$ cat config.mk
export PLATFORM = sky130hd
export DESIGN_NAME = dfw_monitor
export DESIGN_NICKNAME = d
export VERILOG_FILES = /design/src/dfw_monitor.v /design/src/dfw_near_limit.v /design/src/dfw_elapsed_time.v
export VERILOG_INCLUDE_DIRS = /design/src
export SDC_FILE = /design/constraint.sdc
export NUM_CORES = 2
export LEC_CHECK = 0
export ABC_AREA = 1
export ABC_CLOCK_PERIOD_IN_PS = 2400
export BUFFER_PORTS_ARGS = -buffer_cell sky130_fd_sc_hd__buf_4
export CAP_MARGIN = 20
export CORE_ASPECT_RATIO = 0.5
export CORE_MARGIN = 3
export CORE_UTILIZATION = 49
export CTS_BUF_LIST = sky130_fd_sc_hd__clkbuf_8
export DETAILED_ROUTE_END_ITERATION = 10
export PLACE_DENSITY = 0.7
export SETUP_SLACK_MARGIN = 0.2
export SLEW_MARGIN = 40
export SYNTH_ARGS = -nofsm -noshare
export SYNTH_HDL_FRONTEND = slang
export SYNTH_HIERARCHICAL = 1
export SYNTH_SLANG_ARGS = --single-unit
$ cat constraint.sdc
create_clock -name clk -period 2.4 [get_ports clk]
set_clock_uncertainty 0.15 [all_clocks]
set_input_delay 0.24 -clock clk [delete_from_list [all_inputs] [get_ports clk]]
set_output_delay 0.24 -clock clk [all_outputs]
set_load 0.05 [all_outputs]
$ cat src/dfw_defines.vh
`ifndef DFW_DEFINES_VH
`define DFW_DEFINES_VH
// display kinds
`define DFW_KIND_READY 2'h0
`define DFW_KIND_ENABLED 2'h1
`define DFW_KIND_WARN 2'h2
`define DFW_KIND_FAULT 2'h3
// logic supply window in millivolts
`define DFW_SUPPLY_LOW_MV 16'd18000
`define DFW_SUPPLY_HIGH_MV 16'd32000
// near-limit margin: within 10 percent means value*10 >= max*9
`define DFW_NEAR_NUM 8'd9
`define DFW_NEAR_DEN 8'd10
// one second tick at 100 MHz
`define DFW_CLK_HZ 100000000
`define DFW_SECOND_CYCLES (`DFW_CLK_HZ)
// number of warning slots, U1..U18
`define DFW_NUM_WARN 18
`endif

$ cat src/dfw_monitor.v
`timescale 1ns/10ps
`include "dfw_defines.vh"
// drive fault and warning supervisor with status display coding
module dfw_monitor #(
    parameter TW = 16, // temperature width
    parameter VW = 16, // regen power width
    parameter CW = 16, // current width
    parameter SECOND_CYCLES = `DFW_SECOND_CYCLES,
    parameter BRAKE_FITTED = 1
) (
    clk,
    rstn,
    fault_code, // present fault number from fault detectors, 0 = none
    logic_present, // logic supply present
    hv_present, // high voltage present
    softstart_done, // high power section out of soft-start
    hw_enable, // hardware enable condition
    enable_req, // pin: operator enable request level
    bridge_temp,
    bridge_temp_max,
    motor_temp,
    motor_temp_max,
    ambient_temp,
    ambient_temp_max,
    regen_power,
    regen_power_max,
    position_mode,
    position_error_over, // position error beyond threshold
    limit_cw, // pin: clockwise limit switch
    limit_ccw, // pin: counter-clockwise limit switch
    supply_mv, // logic supply reading in millivolts
    manual_mode,
    manual_pct, // manual-mode cap in percent
    current_limit_nom,
    velocity_limit_nom,
    bridge_foldback, // bridge temperature foldback active
    motor_foldback,
    ambient_foldback,
    version_mismatch, // firmware and fieldbus card disagree
    demand_abs, // absolute current demand before thermal limiting
    i2t_limit,
    it_integral, // integral current demand
    it_max, // maximum current-time product
    eti_total_seed,
    eti_downs_seed,
    eti_enabled_seed,
    eti_seed_load,
    power_stage_on, // amplifier power allowed
    brake_request,
    drive_enabled,
    current_limited, // limiting indication
    current_limit, // applied current limit
    velocity_limit, // applied velocity limit
    block_cw,
    block_ccw,
    warnings, // bit n-1 = warning Un
    display_kind,
    display_code,
    elapsed_time_indicator_total_power_on_time,
    elapsed_time_indicator_power_on_time_since_power_on,
    elapsed_time_indicator_number_of_power_downs,
    elapsed_time_indicator_enabled_time,
    elapsed_time_indicator_enabled_time_since_power_on,
    elapsed_time_indicator_enabled_time_since_enable
);
    input wire clk;
    input wire rstn;
    input wire [4:0] fault_code;
    input wire logic_present;
    input wire hv_present;
    input wire softstart_done;
    input wire hw_enable;
    input wire enable_req;
    input wire [TW-1:0] bridge_temp;
    input wire [TW-1:0] bridge_temp_max;
    input wire [TW-1:0] motor_temp;
    input wire [TW-1:0] motor_temp_max;
    input wire [TW-1:0] ambient_temp;
    input wire [TW-1:0] ambient_temp_max;
    input wire [VW-1:0] regen_power;
    input wire [VW-1:0] regen_power_max;
    input wire position_mode;
    input wire position_error_over;
    input wire limit_cw;
    input wire limit_ccw;
    input wire [15:0] supply_mv;
    input wire manual_mode;
    input wire [6:0] manual_pct;
    input wire [CW-1:0] current_limit_nom;
    input wire [CW-1:0] velocity_limit_nom;
    input wire bridge_foldback;
    input wire motor_foldback;
    input wire ambient_foldback;
    input wire version_mismatch;
    input wire [CW-1:0] demand_abs;
    input wire [CW-1:0] i2t_limit;
    input wire [31:0] it_integral;
    input wire [31:0] it_max;
    input wire [31:0] eti_total_seed;
    input wire [31:0] eti_downs_seed;
    input wire [31:0] eti_enabled_seed;
    input wire eti_seed_load;
    output reg power_stage_on;
    output reg brake_request;
    output reg drive_enabled;
    output reg current_limited;
    output reg [CW-1:0] current_limit;
    output reg [CW-1:0] velocity_limit;
    output reg block_cw;
    output reg block_ccw;
    output reg [`DFW_NUM_WARN-1:0] warnings;
    output reg [1:0] display_kind;
    output reg [4:0] display_code;
    output wire [31:0] elapsed_time_indicator_total_power_on_time;
    output wire [31:0] elapsed_time_indicator_power_on_time_since_power_on;
    output wire [31:0] elapsed_time_indicator_number_of_power_downs;
    output wire [31:0] elapsed_time_indicator_enabled_time;
    output wire [31:0] elapsed_time_indicator_enabled_time_since_power_on;
    output wire [31:0] elapsed_time_indicator_enabled_time_since_enable;

    // three-stage synchronisers for the pin inputs
    reg [2:0] sy_en;
    reg [2:0] sy_cw;
    reg [2:0] sy_ccw;
    reg en_s; // filtered enable request
    reg cw_s; // filtered clockwise limit
    reg ccw_s; // filtered counter-clockwise limit
    reg en_s_d; // previous request, for the rising edge
    wire near_motor;
    wire near_bridge;
    wire near_ambient;
    wire near_regen;
    wire fault; // any fault present
    wire enable_ok; // every enable condition true
    wire engage_attempt; // fresh enable request edge
    reg attempt_latch; // latched failed enable attempt
    reg [`DFW_NUM_WARN-1:0] next_warnings;
    wire thermal_lim; // any current-reducing warning
    reg [4:0] next_code;
    reg [1:0] next_kind;
    wire [CW+6:0] cur_cap_p; // scaled current for manual mode
    wire [CW+6:0] vel_cap_p;
    integer i;

    // shared near-limit comparators
    dfw_near_limit #(.W(TW)) u_nm (.value(motor_temp), .max_value(motor_temp_max), .near(near_motor));
    dfw_near_limit #(.W(TW)) u_nb (.value(bridge_temp), .max_value(bridge_temp_max), .near(near_bridge));
    dfw_near_limit #(.W(TW)) u_na (.value(ambient_temp), .max_value(ambient_temp_max), .near(near_ambient));
    dfw_near_limit #(.W(VW)) u_nr (.value(regen_power), .max_value(regen_power_max), .near(near_regen));

    // pin sync; a change counts when stages two and three agree
    always @(posedge clk or negedge rstn)
    begin
        if (!rstn)
        begin
            sy_en <= 3'h0;
            sy_cw <= 3'h0;
            sy_ccw <= 3'h0;
            en_s <= 1'b0;
            cw_s <= 1'b0;
            ccw_s <= 1'b0;
            en_s_d <= 1'b0;
        end
        else
        begin
            sy_en <= {sy_en[1:0], enable_req};
            sy_cw <= {sy_cw[1:0], limit_cw};
            sy_ccw <= {sy_ccw[1:0], limit_ccw};
            if (sy_en[1] == sy_en[2])
                en_s <= sy_en[2];
            if (sy_cw[1] == sy_cw[2])
                cw_s <= sy_cw[2];
            if (sy_ccw[1] == sy_ccw[2])
                ccw_s <= sy_ccw[2];
            en_s_d <= en_s;
        end
    end

    assign fault = (fault_code != 5'h0);
    // all enable conditions
    assign enable_ok = logic_present && hv_present && softstart_done && hw_enable && !version_mismatch;
    assign engage_attempt = en_s && !en_s_d;

    // warnings follow conditions, U9 held
    always @*
    begin
        next_warnings = {`DFW_NUM_WARN{1'b0}};
        next_warnings[0] = !softstart_done;
        next_warnings[1] = near_motor;
        next_warnings[2] = near_bridge;
        next_warnings[3] = near_regen;
        next_warnings[4] = position_mode && position_error_over;
        next_warnings[5] = cw_s || ccw_s;
        next_warnings[6] = (supply_mv < `DFW_SUPPLY_LOW_MV) || (supply_mv > `DFW_SUPPLY_HIGH_MV);
        next_warnings[7] = manual_mode;
        next_warnings[8] = attempt_latch;
        next_warnings[9] = bridge_foldback;
        next_warnings[10] = motor_foldback;
        next_warnings[11] = ambient_foldback;
        next_warnings[12] = near_ambient;
        next_warnings[13] = version_mismatch;
        next_warnings[16] = drive_enabled && (demand_abs >= i2t_limit);
        next_warnings[17] = it_integral > it_max;
    end

    // current reducing sources; U4..U7 do not reduce
    assign thermal_lim = next_warnings[1] | next_warnings[2] | next_warnings[9] | next_warnings[10]
        | next_warnings[11] | next_warnings[12] | next_warnings[16] | next_warnings[17];
    assign cur_cap_p = current_limit_nom * manual_pct / 7'h64;
    assign vel_cap_p = velocity_limit_nom * manual_pct / 7'h64;

    // display: fault, lowest warning, enabled, ready
    always @*
    begin
        next_kind = `DFW_KIND_READY;
        next_code = 5'h0;
        if (fault)
        begin
            next_kind = `DFW_KIND_FAULT;
            next_code = fault_code;
        end
        else if (next_warnings != {`DFW_NUM_WARN{1'b0}})
        begin
            next_kind = `DFW_KIND_WARN;
            // downward scan: lowest warning wins
            for (i = `DFW_NUM_WARN - 1; i >= 0; i = i - 1)
                if (next_warnings[i])
                    next_code = i[4:0] + 5'h1;
        end
        else if (drive_enabled)
        begin
            next_kind = `DFW_KIND_ENABLED;
            next_code = 5'h1;
        end
        else if (logic_present && hv_present)
        begin
            next_kind = `DFW_KIND_READY;
            next_code = 5'h0;
        end
    end

    // enable state, reactions and registered outputs
    always @(posedge clk or negedge rstn)
    begin
        if (!rstn)
        begin
            drive_enabled <= 1'b0;
            attempt_latch <= 1'b0;
            power_stage_on <= 1'b0;
            brake_request <= 1'b1;
            current_limited <= 1'b0;
            current_limit <= {CW{1'b0}};
            velocity_limit <= {CW{1'b0}};
            block_cw <= 1'b0;
            block_ccw <= 1'b0;
            warnings <= {`DFW_NUM_WARN{1'b0}};
            display_kind <= `DFW_KIND_READY;
            display_code <= 5'h0;
        end
        else
        begin
            if (fault)
                drive_enabled <= 1'b0;
            else if (!en_s || !enable_ok)
                drive_enabled <= 1'b0;
            else if (engage_attempt)
                drive_enabled <= 1'b1;
            // failed attempt sets, real enable clears; set wins
            if (engage_attempt && !fault && !enable_ok)
                attempt_latch <= 1'b1;
            else if (drive_enabled)
                attempt_latch <= 1'b0;
            power_stage_on <= !fault && drive_enabled;
            brake_request <= (BRAKE_FITTED != 0) && (fault || !drive_enabled);
            current_limited <= thermal_lim || manual_mode;
            if (manual_mode)
            begin
                current_limit <= cur_cap_p[CW-1:0];
                velocity_limit <= vel_cap_p[CW-1:0];
            end
            else
            begin
                // thermal and i2t reduction of the limit is done by the current loop
                current_limit <= current_limit_nom;
                velocity_limit <= velocity_limit_nom;
            end
            block_cw <= cw_s;
            block_ccw <= ccw_s;
            warnings <= next_warnings;
            display_kind <= next_kind;
            display_code <= next_code;
        end
    end

    dfw_elapsed_time #(.SECOND_CYCLES(SECOND_CYCLES), .W(32)) u_eti (
        .clk(clk),
        .rstn(rstn),
        .total_seed(eti_total_seed),
        .downs_seed(eti_downs_seed),
        .enabled_seed(eti_enabled_seed),
        .seed_load(eti_seed_load),
        .enabled(drive_enabled),
        .total_power_on_time(elapsed_time_indicator_total_power_on_time),
        .power_on_time_since_power_on(elapsed_time_indicator_power_on_time_since_power_on),
        .number_of_power_downs(elapsed_time_indicator_number_of_power_downs),
        .enabled_time(elapsed_time_indicator_enabled_time),
        .enabled_time_since_power_on(elapsed_time_indicator_enabled_time_since_power_on),
        .enabled_time_since_enable(elapsed_time_indicator_enabled_time_since_enable)
    );
endmodule // dfw_monitor

$ cat src/dfw_near_limit.v
`timescale 1ns/10ps
`include "dfw_defines.vh"
// compares a reading with a maximum; high when within the top tenth
module dfw_near_limit #(
    parameter W = 16
) (
    value, // present reading
    max_value, // configured maximum
    near // reading is within ten percent of maximum
);
    input wire [W-1:0] value;
    input wire [W-1:0] max_value;
    output wire near;
    // widened products so neither side overflows
    wire [W+7:0] lhs;
    wire [W+7:0] rhs;
    // cross-multiply instead of dividing, cheap and exact
    assign lhs = value * `DFW_NEAR_DEN;
    assign rhs = max_value * `DFW_NEAR_NUM;
    assign near = (lhs >= rhs);
endmodule // dfw_near_limit

$ cat src/dfw_elapsed_time.v
`timescale 1ns/10ps
`include "dfw_defines.vh"
// elapsed time indicator counters, seconds resolution
module dfw_elapsed_time #(
    parameter SECOND_CYCLES = `DFW_SECOND_CYCLES,
    parameter W = 32
) (
    clk,
    rstn,
    total_seed, // stored total powered seconds, loaded at start
    downs_seed, // stored power-down count, loaded at start
    enabled_seed, // stored total enabled seconds
    seed_load, // pulse: take the stored values
    enabled, // drive is enabled
    total_power_on_time,
    power_on_time_since_power_on,
    number_of_power_downs,
    enabled_time,
    enabled_time_since_power_on,
    enabled_time_since_enable
);
    input wire clk;
    input wire rstn;
    input wire [W-1:0] total_seed;
    input wire [W-1:0] downs_seed;
    input wire [W-1:0] enabled_seed;
    input wire seed_load;
    input wire enabled;
    output reg [W-1:0] total_power_on_time;
    output reg [W-1:0] power_on_time_since_power_on;
    output reg [W-1:0] number_of_power_downs;
    output reg [W-1:0] enabled_time;
    output reg [W-1:0] enabled_time_since_power_on;
    output reg [W-1:0] enabled_time_since_enable;
    reg [31:0] div; // cycles within the current second
    wire tick; // one-cycle pulse per second
    reg enabled_d; // previous enable, to see a fresh enable
    assign tick = (div == SECOND_CYCLES - 1);
    // second divider
    always @(posedge clk or negedge rstn)
    begin
        if (!rstn)
            div <= 32'h0;
        else if (tick)
            div <= 32'h0;
        else
            div <= div + 32'h1;
    end
    // counters; power-downs advance on seed load
    always @(posedge clk or negedge rstn)
    begin
        if (!rstn)
        begin
            total_power_on_time <= {W{1'b0}};
            power_on_time_since_power_on <= {W{1'b0}};
            number_of_power_downs <= {W{1'b0}};
            enabled_time <= {W{1'b0}};
            enabled_time_since_power_on <= {W{1'b0}};
            enabled_time_since_enable <= {W{1'b0}};
            enabled_d <= 1'b0;
        end
        else
        begin
            enabled_d <= enabled;
            if (seed_load)
            begin
                // a restart means the previous power cycle ended
                total_power_on_time <= total_seed;
                number_of_power_downs <= downs_seed + {{(W-1){1'b0}}, 1'b1};
                enabled_time <= enabled_seed;
            end
            else if (tick)
            begin
                total_power_on_time <= total_power_on_time + {{(W-1){1'b0}}, 1'b1};
                if (enabled)
                    enabled_time <= enabled_time + {{(W-1){1'b0}}, 1'b1};
            end
            if (tick)
                power_on_time_since_power_on <= power_on_time_since_power_on + {{(W-1){1'b0}}, 1'b1};
            if (tick && enabled)
                enabled_time_since_power_on <= enabled_time_since_power_on + {{(W-1){1'b0}}, 1'b1};
            // current enable time restarts at each new enable
            if (enabled && !enabled_d)
                enabled_time_since_enable <= {W{1'b0}};
            else if (tick && enabled)
                enabled_time_since_enable <= enabled_time_since_enable + {{(W-1){1'b0}}, 1'b1};
        end
    end
endmodule // dfw_elapsed_time

==> reports/qor.yml <==
run_status:
  outcome: "finished with violations"
  violations: "setup timing"
final_layout:
  final_common_cell: "nand2_1"
  fin_nets: 9234
  drive_gt1_share_pct: 31.4
  layout_common_cells: "2,182 x nand2_1, 1,393 x buf_4, 1,035 x inv_1, 541 x nor2_1, 356 x nand3_1"
  layout.cells.non_filler: 9477
  area_growth_syn_to_layout_pct: 47.8
timing:
  worst_pin_slew_ns: 0.640
  maxSlewHeadroom_pct: 57.3
  finalCriticalPeriod_ns: 10.87
  drv_slew: 0
  max_freq_ghz: 0.0920
  fin_crit_sh_pct: 453
  rsz0062_at_grt: "yes"
  final_hold_viol_count: 0
  setup_viol: 44
  finalWorstSetupSlack_ns: -8.47
detailed_routing:
  ant_nets: 0
  viasPerCell: 5.16
  drt_first_pass_iters: 6
  drt_iter0_drc: 3331
  drt-total-wl_microns: 158000
  drcViolationCount: 0
  wl_per_cell_microns: 16.6
  num_vias: 48900
die:
  coreArea_sq_mm: 0.0846
  pin_count: 652
  die_area_sq_mm: 0.0900
  die_w_microns: 421
  initial_core_util_pct: 49.9
  rows: 75
  die_h_microns: 214
setup_path:
  reg2reg_depth: 12
  path_class: "in -> reg"
  startpoint_type: "primary input"
  reg2reg_from: "u_eti/div[1]$_DFF_PN0_"
  cpMostUsedCell: "nand2_4"
  cpMaxStageDelayCell: "fa_1"
  worstPathRequired_ns: 2.78
  crit_path_end_kind: "register"
  r2r_slack_ns: 0.13
  worstReg2RegEnd: "u_eti/enabled_time_since_enable[6]$_DFFE_PN0P_"
  worstPathArrival_ns: 11.25
  max_stage_delay_ns: 0.53
  cp_max_fo: 25
yosys:
  synth_seq_area_share_pct: 17.8
  ys_top_cells_by_area: "nand2_1 21%, dfrtp_1 18%, ha_1 13%, inv_1 9.5%, fa_1 6.9%"
  avgSynthCellArea_sq_um: 6.33
  yosysTopAreaCell: "nand2_1"
  ys_types: 74
  syn_inst: 6671
  synth_area_sq_mm: 0.0422
  ys_warn_count: 6
  ys_ff_latch: 300
  synth_top_area_share_pct: 21.3
  synthFlopType: "dfrtp_1"
  async_flop_share_pct: 100
  synth-edff-count: 0
cts:
  cts-root-buf: "clkbuf_8"
  clk_pin_slew_worst_paths_ns: 0.06
  cts_tree: "built"
  cts_buffer_depth: 3
  cts_buffers: 51
  htree_levels: 2
  clock-sinks: 300
  clk_latency_ns: 0.65
placed_design:
  place.port_buffers: 649
  placedCellCount: 9022
  gp_congestion: 1.02
  hpwl_microns: 122000
global_routing:
  grt_usage_pct: 32.2
  grt_pass1_vias: 46800
  grt_antenna_before_repair: 16
  grt_pass1_wl_microns: 238000
  grt_max_degree: 68
  grt_overflow: 0
min_path:
  hold_depth: 4
  hold_start: "logic_present"
  min_delay_worst_endpoint: "attempt_latch$_DFFE_PN0P_"
  hold_path_class: "in -> reg"
flow_run:
  cap_violations: 0
synth_stat cells (all sizes together) (4+ instances only):
cell       n
dfrtp    299
clkinv     6
and2       5
o21bai     8
o21ai    151
buf       34
ha       429
nand3b    52
a21oi    148
nand3    453
clkbuf    71
nor3      65
o21a      10
inv     1133
nor4       6
or2       22
xnor2     87
xor2      93
nor2     646
a31o       4
nand2   2591
and3       5
nor3b      6
a31oi     41
nand4    118
o211ai     8
a21o       8
fa       146
worst max-delay path, delay by kind of cell:
kind,cells,cell delay (ns)
adders and majority gates,5,2.34
and+or+nand+nor,73,6.82
AOI/OAI and AO/OA,3,0.50
buffers and inverters,14,1.28
how the worst max path moves through the flow:
stage / startpoint / slack (ns) / cells after the start / endpoint
finish: manual_pct[3] / -8.47 / 95 / current_limit[0]$_DFF_PN0_
global route: manual_pct[4] / -9.07 / 94 / current_limit[0]$_DFF_PN0_
CTS: manual_pct[3] / -7.76 / 88 / current_limit[0]$_DFF_PN0_
detailed placement: manual_pct[1] / -8.86 / 90 / current_limit[0]$_DFF_PN0_
global placement: manual_pct[5] / -8.36 / 96 / velocity_limit[0]$_DFF_PN0_
floorplan: current_limit_nom[3] / -7.70 / 99 / current_limit[0]$_DFF_PN0_
repair_timing:
action	in CTS	in global routing
buffers inserted	90	79
setup endpoints to repair	118	169
gates resized for setup	245	520
gates cloned	3	9
hold buffers	161	0
hold endpoints to repair	448	0
pin swaps	137	295
sequential cells by signal, indices dropped and copies added, names as in the netlist, 2 cells and up:
register,flops
velocity_limit,16
sy_ccw,3
u_eti/enabled_time_since_power_on,32
sy_cw,3
display_kind,2
u_eti/number_of_power_downs,32
u_eti/div,32
u_eti/enabled_time,32
current_limit,16
u_eti/power_on_time_since_power_on,32
display_code,5
u_eti/enabled_time_since_enable,32
warnings,16
u_eti/total_power_on_time,32
sy_en,3
cell type report:
| type | instances | area, sq um |
|---|---|---|
| multi-input cells | 5130 | 34600 |
| fillers | 6689 | 22200 |
| repair buffers | 1637 | 13300 |
| flip-flops and latches | 300 | 7510 |
| inverters | 1139 | 4340 |
| well taps | 1155 | 1450 |
| clock buffers | 60 | 826 |
| clock inverters | 32 | 292 |
| diodes | 21 | 52.6 |
| repair inverters | 3 | 35.0 |
metrics by stage:
stage | setup TNS [ns] | setup slack [ns] | hold WS (ns) | instance area [sq um] | utilization (%)
finish | -181.13 | -8.47 | 0.0959 | 62400 | 73.8
global route | -195.21 | -9.07 | 0.0334 | 62400 | 73.7
CTS | -166.30 | -7.76 | 0.0432 | 58900 | 69.5
detailed placement | -206.27 | -8.86 | 0.0422 | 54200 | 64.0
global placement | -196.43 | -8.36 | 0.0435 | 54200 | 64.0
floorplan | -161.83 | -7.70 | -0.206 | 43600 | -
cells by family (layout without fill, tap and decap cells):
logic type	count (synthesis)	in the layout	share of synthesized area [%]
simple gates	3970	3973	41.8
buf+inv	1245	2871	11.5
fa+ha+maj	578	578	19.7
compound gates	397	397	5.49
flops	300	300	17.8
xor+xnor	180	180	3.73
other cells	1	23	0.00888
routing by layer:
layer	vias to the layer above	global-route usage, %	wire [microns]
li1	24000	-	-
met1	22900	39.3	63900
met2	1613	57.1	77300
met3	441	4.46	8800
met4	6	14.2	7530
met5	-	0	41
Power is not shown: default switching activity piles up to over one toggle a cycle in this logic, so the estimate is an artifact.
